**src/pkg/til_cfg.svh**
```systemverilog
`ifndef TIL_CFG_SVH
`define TIL_CFG_SVH
// Summary of operation
// - latency is clocks from frame start until trdy or stop ends first phase
// - first two to the 25th clocks after reset release are init-time, then run-time
// - non-boot target ignores accesses during init-time; boot device always claims (here not on the first clock after reset release, before the strap is taken)
// - during init-time claim and wait until done before init-time ends, or retry
// - in run-time the first data phase ends within 16 clocks of frame start
// - first phase ends by trdy for data or stop for termination, inside limit
// - host bridge hitting a modified line gets 32 clocks, never more
// - access known to be slow is retried at once and run as delayed transaction
// - unknown latency uses a counter forcing stop and delayed start by clock 16
// - do not idle until the counter expires before starting a delayed transaction
// - occasional overrun may retry within 16 clocks only if reissue likely completes
// - targets unable to meet the limit otherwise use delayed transactions
// - internal busy claims with devsel and retries at once, not at the limit
// - memory writes are posted into a buffer so write latency stays short
// - latency strategy may differ per access class, registers answer at once

// ****************************************************************
// latency limits and counts, in bus clocks
// ****************************************************************
`define TIL_RUN_LIMIT 16
`define TIL_HOST_LIMIT 32
`define TIL_INIT_CLOCKS 33554432
`define TIL_LAT_WIDTH 6

// ****************************************************************
// encodings
// ****************************************************************
`define TIL_ST_IDLE 3'h0
`define TIL_ST_WAIT 3'h1
`define TIL_ST_XFER 3'h3
`define TIL_ST_DONE 3'h2
`define TIL_ST_RETRY 3'h6
`define TIL_CLS_REG 2'h0
`define TIL_CLS_POST 2'h1
`define TIL_CLS_DELAY 2'h2
`define TIL_CLS_COUNT 2'h3
`endif

```
**src/pkg/til_pkg.sv**
```systemverilog
`include "til_cfg.svh"
package til_pkg;
  // sequencer states, gray along idle-wait-xfer-done
  typedef enum logic [2:0] {
    TIL_IDLE = `TIL_ST_IDLE,
    TIL_WAIT = `TIL_ST_WAIT,
    TIL_XFER = `TIL_ST_XFER,
    TIL_DONE = `TIL_ST_DONE,
    TIL_RETRY = `TIL_ST_RETRY
  } til_state_type;

  // latency strategy of the decoded region
  typedef enum logic [1:0] {
    TIL_CLS_REG = `TIL_CLS_REG,
    TIL_CLS_POST = `TIL_CLS_POST,
    TIL_CLS_DELAY = `TIL_CLS_DELAY,
    TIL_CLS_COUNT = `TIL_CLS_COUNT
  } til_class_type;

  // request side as seen at the address phase
  typedef struct packed {
    til_class_type cls;
    logic is_write;
    logic busy;
    logic data_ready;
    logic post_full;
  } til_req_type;

  // target control pins, all sharing one enable
  typedef struct packed {
    logic devsel_n;
    logic trdy_n;
    logic stop_n;
    logic oe;
  } til_pins_type;
endpackage : til_pkg

```
**src/core/til_target_latency.sv**
```systemverilog
`include "til_cfg.svh"
module til_target_latency #(
  parameter int INIT_CLOCKS = `TIL_INIT_CLOCKS,
  parameter int RUN_LIMIT = `TIL_RUN_LIMIT,
  parameter int HOST_LIMIT = `TIL_HOST_LIMIT,
  parameter int LAT_W = `TIL_LAT_WIDTH
) (
  input wire logic CLK,
  input wire logic RST,
  input wire logic FRAME_N,
  input wire logic IRDY_N,
  input wire logic HIT,
  input wire logic [1:0] ACC_CLASS,
  input wire logic IS_WRITE,
  input wire logic BUSY,
  input wire logic DATA_READY,
  input wire logic HOST_MOD_HIT,
  input wire logic POST_FULL,
  input wire logic BOOT_STRAP,
  output logic DEVSEL_N_O,
  output logic DEVSEL_OE,
  output logic TRDY_N_O,
  output logic TRDY_OE,
  output logic STOP_N_O,
  output logic STOP_OE,
  output logic DT_START,
  output logic POST_PUSH,
  output logic XFER_ACK,
  output logic INIT_TIME,
  output logic LAT_VALID,
  output logic [LAT_W-1:0] LAT_CYCLES
);
  // ****************************************************************
  // parameter checks
  // ****************************************************************
  if (RUN_LIMIT < 2 || HOST_LIMIT < RUN_LIMIT || HOST_LIMIT >= (2 ** LAT_W)) begin : g_bad
    $error("til_target_latency: latency limits do not fit the counter");
  end

  // ****************************************************************
  // declarations
  // ****************************************************************
  til_pkg::til_req_type req;
  til_pkg::til_state_type state;
  til_pkg::til_pins_type pins;
  logic frame_q;
  logic boot;
  logic boot_taken;
  logic init_run;
  logic in_init;
  logic is_post;
  logic [LAT_W-1:0] lat_cnt;
  logic [LAT_W-1:0] limit;
  logic start;
  logic claim;
  logic imm_xfer;
  logic post_refuse;
  logic go_wait;
  logic expire;
  logic wait_end;
  logic first_end;

  // bus pins share this clock, so no synchroniser is placed on them
  assign req = '{
    cls: til_pkg::til_class_type'(ACC_CLASS),
    is_write: IS_WRITE,
    busy: BUSY,
    data_ready: DATA_READY,
    post_full: POST_FULL
  };

  // ****************************************************************
  // init-time tracking
  // ****************************************************************
  til_sat_counter #(
    .TERMINAL(INIT_CLOCKS)
  ) u_init (
    .clk(CLK),
    .rst(RST),
    .running(init_run)
  );

  // strap is caught on the first edge after release, never by the reset
  always_ff @(posedge CLK or posedge RST) begin
    if (RST) begin
      boot <= 1'b0;
      boot_taken <= 1'b0;
    end else if (!boot_taken) begin
      boot <= BOOT_STRAP;
      boot_taken <= 1'b1;
    end
  end

  // previous frame level, for the address phase edge
  always_ff @(posedge CLK or posedge RST) begin
    if (RST) begin
      frame_q <= 1'b1;
    end else begin
      frame_q <= FRAME_N;
    end
  end

  // ****************************************************************
  // claim decision
  // ****************************************************************
  // address phase: frame newly asserted while idle and decoded as ours
  assign start = (state == til_pkg::TIL_IDLE) && frame_q && !FRAME_N && HIT;
  // a strap not yet taken counts as non-boot for that first clock
  assign claim = start && (!init_run || boot);
  // registers and posted writes answer at once, as does ready data
  assign imm_xfer = (req.cls == til_pkg::TIL_CLS_REG) ||
                    ((req.cls == til_pkg::TIL_CLS_POST) && req.is_write && !req.post_full) ||
                    req.data_ready;
  // full post buffer is a short conflict: plain retry, reissue likely succeeds
  assign post_refuse = (req.cls == til_pkg::TIL_CLS_POST) && req.is_write && req.post_full;
  assign go_wait = !req.busy && !imm_xfer && !post_refuse &&
                   ((req.cls == til_pkg::TIL_CLS_COUNT) || init_run);
  // run-time watchdog fires so stop is sampled on the limit clock
  assign expire = in_init ? !init_run : (lat_cnt == limit - 1'b1);
  assign wait_end = (state == til_pkg::TIL_WAIT) && (req.data_ready || expire);
  assign first_end = (claim && !go_wait) || wait_end;

  // ****************************************************************
  // target sequencer
  // ****************************************************************
  // drives devsel, trdy and stop; one clock high before release of the pins
  always_ff @(posedge CLK or posedge RST) begin
    if (RST) begin
      state <= til_pkg::TIL_IDLE;
      pins <= '{devsel_n: 1'b1, trdy_n: 1'b1, stop_n: 1'b1, oe: 1'b0};
      DT_START <= 1'b0;
      POST_PUSH <= 1'b0;
      XFER_ACK <= 1'b0;
      in_init <= 1'b0;
      is_post <= 1'b0;
    end else begin
      DT_START <= 1'b0;
      POST_PUSH <= 1'b0;
      XFER_ACK <= 1'b0;
      case (state)
        til_pkg::TIL_IDLE: begin
          if (claim) begin
            pins.oe <= 1'b1;
            pins.devsel_n <= 1'b0;
            in_init <= init_run;
            is_post <= (req.cls == til_pkg::TIL_CLS_POST) && req.is_write;
            if (req.busy) begin
              pins.stop_n <= 1'b0;
              state <= til_pkg::TIL_RETRY;
            end else if (imm_xfer) begin
              pins.trdy_n <= 1'b0;
              state <= til_pkg::TIL_XFER;
            end else if (post_refuse) begin
              pins.stop_n <= 1'b0;
              state <= til_pkg::TIL_RETRY;
            end else if (go_wait) begin
              state <= til_pkg::TIL_WAIT;
            end else begin
              // slow region: retry now instead of burning the limit
              pins.stop_n <= 1'b0;
              DT_START <= 1'b1;
              state <= til_pkg::TIL_RETRY;
            end
          end
        end
        til_pkg::TIL_WAIT: begin
          if (req.data_ready) begin
            pins.trdy_n <= 1'b0;
            state <= til_pkg::TIL_XFER;
          end else if (expire) begin
            pins.stop_n <= 1'b0;
            DT_START <= 1'b1;
            state <= til_pkg::TIL_RETRY;
          end
        end
        til_pkg::TIL_XFER: begin
          // trdy stays for later phases; their latency is handled elsewhere
          if (!IRDY_N) begin
            XFER_ACK <= 1'b1;
            POST_PUSH <= is_post;
            if (FRAME_N) begin
              pins.trdy_n <= 1'b1;
              pins.devsel_n <= 1'b1;
              state <= til_pkg::TIL_DONE;
            end
          end
        end
        til_pkg::TIL_RETRY: begin
          // stop held until the master drops frame; it reissues later
          if (FRAME_N) begin
            pins.stop_n <= 1'b1;
            pins.devsel_n <= 1'b1;
            state <= til_pkg::TIL_DONE;
          end
        end
        til_pkg::TIL_DONE: begin
          pins.oe <= 1'b0;
          state <= til_pkg::TIL_IDLE;
        end
        default: begin
          state <= til_pkg::TIL_IDLE;
        end
      endcase
    end
  end

  // ****************************************************************
  // initial latency counter
  // ****************************************************************
  // clock 1 is the address phase; saturates during long init-time waits
  always_ff @(posedge CLK or posedge RST) begin
    if (RST) begin
      lat_cnt <= '0;
      limit <= LAT_W'(RUN_LIMIT);
    end else if (start) begin
      lat_cnt <= LAT_W'(1);
      limit <= HOST_MOD_HIT ? LAT_W'(HOST_LIMIT) : LAT_W'(RUN_LIMIT);
    end else if (state == til_pkg::TIL_WAIT && lat_cnt != '1) begin
      lat_cnt <= lat_cnt + 1'b1;
    end
  end

  // measured latency of each first phase, one pulse per claimed access
  always_ff @(posedge CLK or posedge RST) begin
    if (RST) begin
      LAT_VALID <= 1'b0;
      LAT_CYCLES <= '0;
    end else begin
      LAT_VALID <= first_end;
      if (first_end) begin
        LAT_CYCLES <= wait_end ? LAT_W'(lat_cnt + 1'b1) : LAT_W'(1);
      end
    end
  end

  // ****************************************************************
  // outputs
  // ****************************************************************
  assign DEVSEL_N_O = pins.devsel_n;
  assign TRDY_N_O = pins.trdy_n;
  assign STOP_N_O = pins.stop_n;
  assign DEVSEL_OE = pins.oe;
  assign TRDY_OE = pins.oe;
  assign STOP_OE = pins.oe;
  assign INIT_TIME = init_run;
endmodule : til_target_latency

```
**src/core/til_sat_counter.sv**
```systemverilog
`include "til_cfg.svh"
module til_sat_counter #(
  parameter int TERMINAL = `TIL_INIT_CLOCKS,
  parameter int WIDTH = $clog2(TERMINAL + 1)
) (
  input wire logic clk,
  input wire logic rst,
  output logic running
);
  logic [WIDTH-1:0] count;

  if (TERMINAL < 2 || WIDTH < $clog2(TERMINAL + 1)) begin : g_bad
    $error("til_sat_counter: terminal count unusable");
  end

  // ****************************************************************
  // init-time counter
  // ****************************************************************
  // held clear in reset, stops at terminal so run-time never ends
  always_ff @(posedge clk or posedge rst) begin
    if (rst) begin
      count <= '0;
      running <= 1'b1;
    end else if (running) begin
      count <= count + 1'b1;
      if (count == WIDTH'(TERMINAL - 1)) begin
        running <= 1'b0;
      end
    end
  end
endmodule : til_sat_counter

```
**config.mk**
```make
export PLATFORM = sky130hd
export DESIGN_NAME = til_target_latency
export DESIGN_NICKNAME = d
export VERILOG_FILES = /design/src/pkg/til_pkg.sv /design/src/core/til_target_latency.sv /design/src/core/til_sat_counter.sv
export VERILOG_INCLUDE_DIRS = /design/src /design/src/pkg
export SDC_FILE = /design/constraint.sdc
export NUM_CORES = 1
export LEC_CHECK = 0
export ABC_AREA = 1
export BUFFER_PORTS_ARGS = -buffer_cell sky130_fd_sc_hd__buf_2
export CORE_AREA = 2 2 79 81
export DETAILED_ROUTE_END_ITERATION = 16
export DIE_AREA = 0 0 81 83
export GPL_TIMING_DRIVEN = 0
export PLACE_DENSITY = 0.68
export SYNTH_ARGS = -nofsm -noshare
export SYNTH_HDL_FRONTEND = slang
export SYNTH_SLANG_ARGS = --single-unit
```
**constraint.sdc**
```tcl
create_clock -name CLK -period 5.2 [get_ports CLK]
set_input_delay 0.78 -clock CLK [delete_from_list [all_inputs] [get_ports CLK]]
set_output_delay 0.78 -clock CLK [all_outputs]
set_load 0.05 [all_outputs]
```
# == Word-level counts from Yosys, hierarchy flattened ==
# Index checks and enable logic that the tools add are counted.
# classes
addsub,3
n_reduce_logical,39
mux,46
n_eq_ne,21
# ops
op,count
$mux 3,9
$add 26x1->26 const B,1
$eq 26x25->1 const B,1
$mux 1,24
$mux 6,4
$ne 2x2->1 const B,9
$reduce_and 7->1,2
$logic_and 1x1->1,13
$pmux 3 s4,1
$pmux 1 s3,3
$reduce_bool 3->1,3
$logic_not 1->1,7
$add 6x1->6 const B,1
$eq 3x2->1 const B,2
$eq 6x6->1,1
$logic_or 1x1->1,6
$ne 3x3->1 const B,2
$ne 6x6->1 const B,1
$sub 6x1->6 const B,1
$reduce_and 5->1,1
$mux 2,2
$mux 4,1
$ne 4x4->1 const B,1
$pmux 1 s2,2
9 further kinds,11
# totals
elab_cells,128
regBits,61
input_bits,13

# == Depth between registers and ports, before layout ==
# Gate-level depths: netlist of run 1.
# depth
ltp_word,15
ltp_mapped,11

# == Modules after synthesis ==
# Synthesis of run 1 repeated with hierarchy kept, for this count alone.
# hier_totals
cells_unflattened,359
area_unflattened_um2,3031.7
# modules_own_cells
mod,instances,cells_per_inst,seq_area_each_um2,area_per_inst_um2
til_target_latency,1,182,757.0,1595.3
til_sat_counter,1,177,676.9,1436.4

# == Least setup slack after synthesis of run 1 ==
# No wires, ideal clock.
# synth_path
path_kind,register -> register
startpoint,reg u_init.running
endpoint,reg u_init.count[19]
arrival_ps,1604
setup_time_ps,122
stages_incl_launch_ff,8
setup_slack_ps,3474
period_less_slack_ps,1726
required_ps,5078
cell_sequence,dfstp_2 buf_4 nand4_2 nor2_4 nand3b_2 nor2_2 nand2_1 xor2_1
# synth_rtl
element,line_no,source
start: declaration,til_sat_counter.sv:8,output logic running
start signal: assignment,til_sat_counter.sv:23,running <= 1'b1;
start signal: assignment,til_sat_counter.sv:27,running <= 1'b0;
end signal: assignment,til_sat_counter.sv:25,count <= count + 1'b1;
end: declaration,til_sat_counter.sv:10,logic [WIDTH-1:0] count;

# == Worst setup path after layout of run 1 ==
# layout_path
startpoint,"reg pins, in the netlist TRDY_N_O"
endpoint,out TRDY_N_O
# layout_rtl
element,line_no,source
start: declaration,til_target_latency.sv:45,til_pkg::til_pins_type pins;
start signal: assignment,til_target_latency.sv:130,"pins <= '{devsel_n: 1'b1, trdy_n: 1'b1, stop_n: 1'b1, oe: 1'b0};"
end: declaration,til_target_latency.sv:22,"output logic TRDY_N_O,"
# No word-level cell between the ends.

==> results.sh, run 1 <==
export IMPL_status="finished, final reports clean"
export IMPL_grtUsageTotal_pct=17.9
export IMPL_stdcell_count=450
export IMPL_core_area_mm2=0.00582
export IMPL_layout_commonest_cell="nand2_1"
export IMPL_cpPeakStageDelay_ns=0.54
export IMPL_cts_tree="done"
export IMPL_hold_class="input pin to asynchronous set/reset pin"
export IMPL_hpwlAfterDp_um=3960
export IMPL_drtIter0Drc=97
export IMPL_wire_per_inst_um=11.8
export IMPL_r2r_setup_slack_ns=3.51
export IMPL_path_class="flop to output port"
export IMPL_synth_avg_cell_area_um2=8.71
export IMPL_finalSetupViolations=0
export IMPL_diodes=0
export IMPL_detail_route_vias_per_cell=4.92
export IMPL_synthFlopType="dfrtp_1"
export IMPL_final_fill_count=526
export IMPL_initial_core_util_pct=49.3
export IMPL_via_count=2215
export IMPL_antenna_found_initial=0
export IMPL_io_pins=30
export IMPL_synth_seq_cells=57
export IMPL_switchingPower_uw=595
export IMPL_syn_num_nets=344
export IMPL_cts_path_max_buffers=2
export IMPL_p_per_area_mw_per_mm2=473
export IMPL_grt_max_degree=39
export IMPL_final_setup_tns_ns=0
export IMPL_yosysSeqAreaShare_pct=50.0
export IMPL_setup_worst_path_end="TRDY_N_O"
export IMPL_post_cts_buffers=0
export IMPL_syn_area_mm2=0.00287
export IMPL_end_kind="output port"
export IMPL_r2r_cells=7
export IMPL_power_share_clock_pct=31.7
export IMPL_routed_wirelength_um=5310
export IMPL_post_route_period_util_pct=36.8
export IMPL_start_kind="flop"
export IMPL_die_area_mm2=0.00672
export IMPL_cpLargestDelayFamily="flip-flops"
export IMPL_overflow=0
export IMPL_cts_sinks=57
export IMPL_crit_slowest_cell="dfstp_2"
export IMPL_drc=0
export IMPL_skew_ns=0.00701
export IMPL_grt_pass1_vias=2188
export IMPL_p_sw_share_pct=37.4
export IMPL_postLayoutCellArea_mm2=0.00337
export IMPL_area_delta_synth_final_pct=17.5
export IMPL_drive_above_1_share_pct=21.3
export IMPL_power_share_sequential_pct=36.9
export IMPL_cts_root_buf="clkbuf_8"
export IMPL_period_needed_ns=1.91
export IMPL_globalplace_congestion=0.925
export IMPL_cp_num_cells=1
export IMPL_place_area_mm2=0.00313
export IMPL_die_h_um=83
export IMPL_numPortBuffers=29
export IMPL_numCtsBuffers=9
export IMPL_worstReg2RegStart="u_init.running"
export IMPL_async_reset_ff_share_pct=100
export IMPL_syn_inst=329
export IMPL_critPathMaxFanout=2
export IMPL_ys_types=35
export IMPL_slew_violations=0
export IMPL_dp_cells=434
export IMPL_cp_startpoint="TRDY_N_O"
export IMPL_nNetsFinal=385
export IMPL_first_pass_iters=4
export IMPL_ys_warn_count=0
export IMPL_path_buf_inv=1
export IMPL_power_leakage_uw=0.00171
export IMPL_die_width_um=81
export IMPL_cts_resized=0
export IMPL_final_cell_mix="68 x nand2_1, 51 x dfrtp_1, 38 x inv_1"
export IMPL_ant_nets=0
export IMPL_power_internal_uw=996
export IMPL_crit_chain="buf_2"
export IMPL_clock_latency_ns=0.33
export IMPL_rsz0062_at_grt="false"
export IMPL_max_cap_violations=0
export IMPL_grt_pass1_wl_um=9380
export IMPL_comb_power_share_pct=31.4
export IMPL_rows=28
export IMPL_hold_buffers=0
export IMPL_hold_viol_final=0
export IMPL_arrival_ns=1.13
export IMPL_r2r_end="u_init.count[19]"
export IMPL_htreeDepth=3
export IMPL_max_freq_ghz=0.522
export IMPL_max_vdd_ir_drop_v=0.000238
export IMPL_required_ns=4.42
export IMPL_path_clk_slew_ns=0.07
export IMPL_synth_edf_count=0
[through the flow]
step	hold slack, ns	setup WS, ns	util [%]	power, uW
finish	0.439	3.29	57.9	1590
global route	0.454	3.24	57.9	1690
CTS	0.439	3.26	57.9	1610
detailed placement	0.461	3.29	53.7	1100
global placement	0.460	2.34	53.4	1080
floorplan	0.442	3.03	-	991
[per-layer routing]
| layer | track usage [%] | up-vias | part of all wire, % |
|---|---|---|---|
| met2 | 29.8 | 45 | 49 |
| met1 | 21.7 | 1021 | 45 |
| met3 | 5.87 | 8 | 4.7 |
| met5 | 0 | - | 0 |
| li1 | - | 1141 | - |
| met4 | 5.86 | 0 | 1.2 |
[cell usage after synthesis (6+ instances only)]
cell type | instances | share of area (%)
nor3_1 | 8 | 1.4
dfstp_2 | 6 | 5.5
nand3_1 | 28 | 4.9
nor2_1 | 28 | 3.7
nand2_1 | 68 | 8.9
inv_1 | 39 | 5.1
dfrtp_1 | 51 | 45
xnor2_1 | 7 | 2.1
nand4_1 | 9 | 2.0
o21ai_1 | 9 | 1.6
a21oi_1 | 6 | 1.0
o21ai_0 | 9 | 1.6
xor2_1 | 19 | 5.8
[cell families (layout without fill, tap and decap cells)]
group / Yosys count / in the layout / synth area share, %
and+or+nand+nor: 163 / 163 / 27.6
DFF: 57 / 57 / 50.0
AOI/OAI and AO/OA: 31 / 31 / 6.07
xor gates and xnor gates: 26 / 26 / 7.94
buffers and inverters: 48 / 94 / 6.94
other: 1 / 1 / 0.131
muxes: 1 / 1 / 0.393
adders and majority gates: 2 / 2 / 0.873
[cell type report]
type / instances / area, um^2 / share of cell area [%]
inverter: 44 / 165 / 4.90
tap: 75 / 93.8 / 2.79
clock inverter: 7 / 119 / 3.53
sequential: 57 / 1430 / 42.6
clock buffer: 9 / 124 / 3.68
timing repair buffer: 30 / 165 / 4.90
buffer: 4 / 33.8 / 1.00
multi-input combinational: 224 / 1230 / 36.6
[how the worst min path moves through the flow]
| stage | end | slack (ns) | cells past startpoint |
|---|---|---|---|
| CTS | lat_cnt[0] | 0.44 | 2 |
| global placement | DEVSEL_N_O | 0.46 | 2 |
| detailed placement | DEVSEL_N_O | 0.46 | 2 |
| global route | lat_cnt[2] | 0.45 | 2 |
| floorplan | u_init.count[25] | 0.44 | 1 |
| finish | lat_cnt[1] | 0.44 | 2 |
[flip-flops by register name (all words and copies together) (netlist names), 2 cells and up]
signal / flops
u_init.count: 26
LAT_CYCLES: 6
lat_cnt: 6
state: 3
limit: 2
[power by group through the flow]
stage | combinational [uW] | sequential (uW) | clock [uW]
finish | 500 | 587 | 504
global route | 557 | 599 | 537
CTS | 503 | 589 | 516
detailed placement | 501 | 596 | 0
global placement | 494 | 590 | 0
floorplan | 270 | 720 | 0
(Power assumes the default switching activity.)
==> inputs of run 2 (changes only) <==
PLACE_DENSITY = 0.71   (was 0.68)
clock period = 1.6 ns   (was 5.2 ns; I/O delays follow)
==> results.sh, run 2 (synthesis gave the netlist of run 1 again) <==
export IMPL_max_vdd_ir_drop_v=0.000850
export IMPL_cpPeakStageDelay_ns=0.55
export IMPL_cpLargestDelayFamily="simple AND/OR/NAND/NOR gates"
export IMPL_finalSetupViolations=0
export IMPL_path_class="flop to flop"
export IMPL_grtUsageTotal_pct=18.5
export IMPL_worstReg2RegStart="u_init.running"
export IMPL_path_clk_slew_ns=0.07
export IMPL_r2r_cells=7
export IMPL_max_cap_violations=0
export IMPL_cts_tree="done"
export IMPL_largest_register="u_init.count"
export IMPL_required_ns=1.83
export IMPL_cp_num_cells=7
export IMPL_hold_class="input pin to flop"
export IMPL_hold_slack_ns=0.0935
export IMPL_arrival_ns=1.80
export IMPL_max_freq_ghz=0.639
export IMPL_diodes=0
export IMPL_grt_pass1_wl_um=9650
export IMPL_hold_viol_final=0
export IMPL_drtIter0Drc=76
export IMPL_layout_commonest_cell="nand2_1"
export IMPL_drc=0
export IMPL_drive_above_1_share_pct=27.8
export IMPL_crit_slowest_cell="dfstp_2"
export IMPL_cts_root_buf="clkbuf_8"
export IMPL_wire_per_inst_um=12.3
export IMPL_power_leakage_uw=0.00177
export IMPL_rsz0062_at_grt="true"
export IMPL_critPathMaxFanout=7
export IMPL_initial_core_util_pct=49.3
export IMPL_crit_chain="buf_8 > nand3_2 > nor2_4 > nand4_1 > nor2_2 > nand2_1 > xnor2_1"
export IMPL_overflow=0
export IMPL_met3_usage_pct=5.22
export IMPL_r2r_setup_slack_ns=0.03
export IMPL_io_pins=30
export IMPL_ant_nets=0
export IMPL_rows=28
export IMPL_hpwlAfterDp_um=3910
export IMPL_cts_path_max_buffers=2
export IMPL_p_per_area_mw_per_mm2=1390
export IMPL_grt_pass1_vias=2222
export IMPL_cp_startpoint="u_init.running"
export IMPL_stdcell_count=464
export IMPL_dp_cells=433
export IMPL_reg_top3="u_init.count: 26 flops, LAT_CYCLES: 6 flops, lat_cnt: 6 flops"
export IMPL_routed_wirelength_um=5710
export IMPL_nNetsFinal=399
export IMPL_numPortBuffers=29
export IMPL_die_h_um=83
export IMPL_start_kind="flop"
export IMPL_grt_use_met2_pct=29.8
export IMPL_die_width_um=81
export IMPL_grt_max_degree=58
export IMPL_p_total_uw=4910
export IMPL_skew_ns=0.0107
export IMPL_die_area_mm2=0.00672
export IMPL_period_needed_ns=1.57
export IMPL_area_delta_synth_final_pct=23.6
export IMPL_final_cell_mix="63 x nand2_1, 49 x dfrtp_1, 37 x inv_1"
export IMPL_largest_reg_flops=26
export IMPL_core_area_mm2=0.00582
export IMPL_clock_latency_ns=0.34
export IMPL_end_kind="flop"
export IMPL_cts_sinks=57
export IMPL_slew_violations=0
export IMPL_detail_route_vias_per_cell=4.96
export IMPL_setup_worst_path_end="u_init.count[22]"
export IMPL_path_buf_inv=1
export IMPL_first_pass_iters=4
export IMPL_status="finished, final reports clean"
export IMPL_htreeDepth=3
export IMPL_post_route_period_util_pct=97.9
export IMPL_via_count=2301
export IMPL_numCtsBuffers=9
export IMPL_grt_busiest_layer="met2"
export IMPL_use_met1_pct=22.2
export IMPL_r2r_end="u_init.count[22]"
export IMPL_globalplace_congestion=0.905
export IMPL_antenna_found_initial=0
==> run 2: cell types whose count changed in the layout (fill, tap and decap cells not counted), moves of 2 or more <==
cell,change
buf_4,+10
nand2_1,-5
nand2_2,+4
nor2_4,+4
bufinv_16,-3
clkinv_2,+3
nand3_1,-3
nor2_1,-3
dfrtp_1,-2
dfrtp_2,+2
dlygate4sd3_1,+2
nand3_2,+2
==> run 2: stage by stage <==
stage | utilization, % | instance area [um^2] | setup WS, ns | setup TNS [ns]
after floorplan | - | 2910 | -0.0550 | -0.159
after global placement | 54.1 | 3150 | -0.0556 | -0.0630
after detailed placement | 54.1 | 3150 | -0.0776 | -0.150
after CTS | 57.9 | 3360 | -0.0624 | -0.0624
after global routing | 60.9 | 3540 | -0.103 | -0.217
final | 60.9 | 3540 | 0.0338 | 0
==> run 2: power by group <==
group          internal (uW)  total, uW  switching (uW)
Combinational            583       1830            1250
Clock                    550       1160             607
Sequential              1740       1920             184
==> run 2: worst register-to-register path: stages, from the launching register on <==
cell	delay, ns
dfstp_2	0.55
buf_8	0.13
nand3_2	0.09
nor2_4	0.15
nand4_1	0.16
nor2_2	0.17
nand2_1	0.08
xnor2_1	0.12
==> run 2: worst min-delay path by stage <==
stage / start / endpoint / slack (ns) / depth (start not counted)
after floorplan: FRAME_N / frame_q / 0.24 / 0
after global placement: FRAME_N / frame_q / 0.36 / 1
after detailed placement: FRAME_N / frame_q / 0.36 / 1
after CTS: IRDY_N / XFER_ACK / 0.08 / 2
after global routing: IRDY_N / POST_PUSH / 0.11 / 2
final: IRDY_N / XFER_ACK / 0.09 / 2
==> run 2: timing repair <==
item	CTS	global route
setup endpoints to repair	10	22
pin swaps	2	9
gates cloned	0	0
gates resized for setup	4	20
hold buffers	1	1
buffers inserted	2	10
hold endpoints to repair	1	12
==> run 2: routing by layer <==
metal  share of wire, %  vias to the layer above  wire (um)
met4                2.4                        0        137
met2                 50                       35       2830
met1                 45                     1087       2540
met5                  0                        -          0
met3                3.5                       12        199
li1                   -                     1167          -
==> run 2: layout make-up <==
class | count | area, um^2
buffer | 4 | 41.3
timing repair buffer | 44 | 288
tap | 75 | 93.8
clock buffer | 10 | 128
fill | 534 | 2270
inverter | 44 | 171
multi-input combinational | 224 | 1350
sequential | 57 | 1440
clock inverter | 6 | 35.0
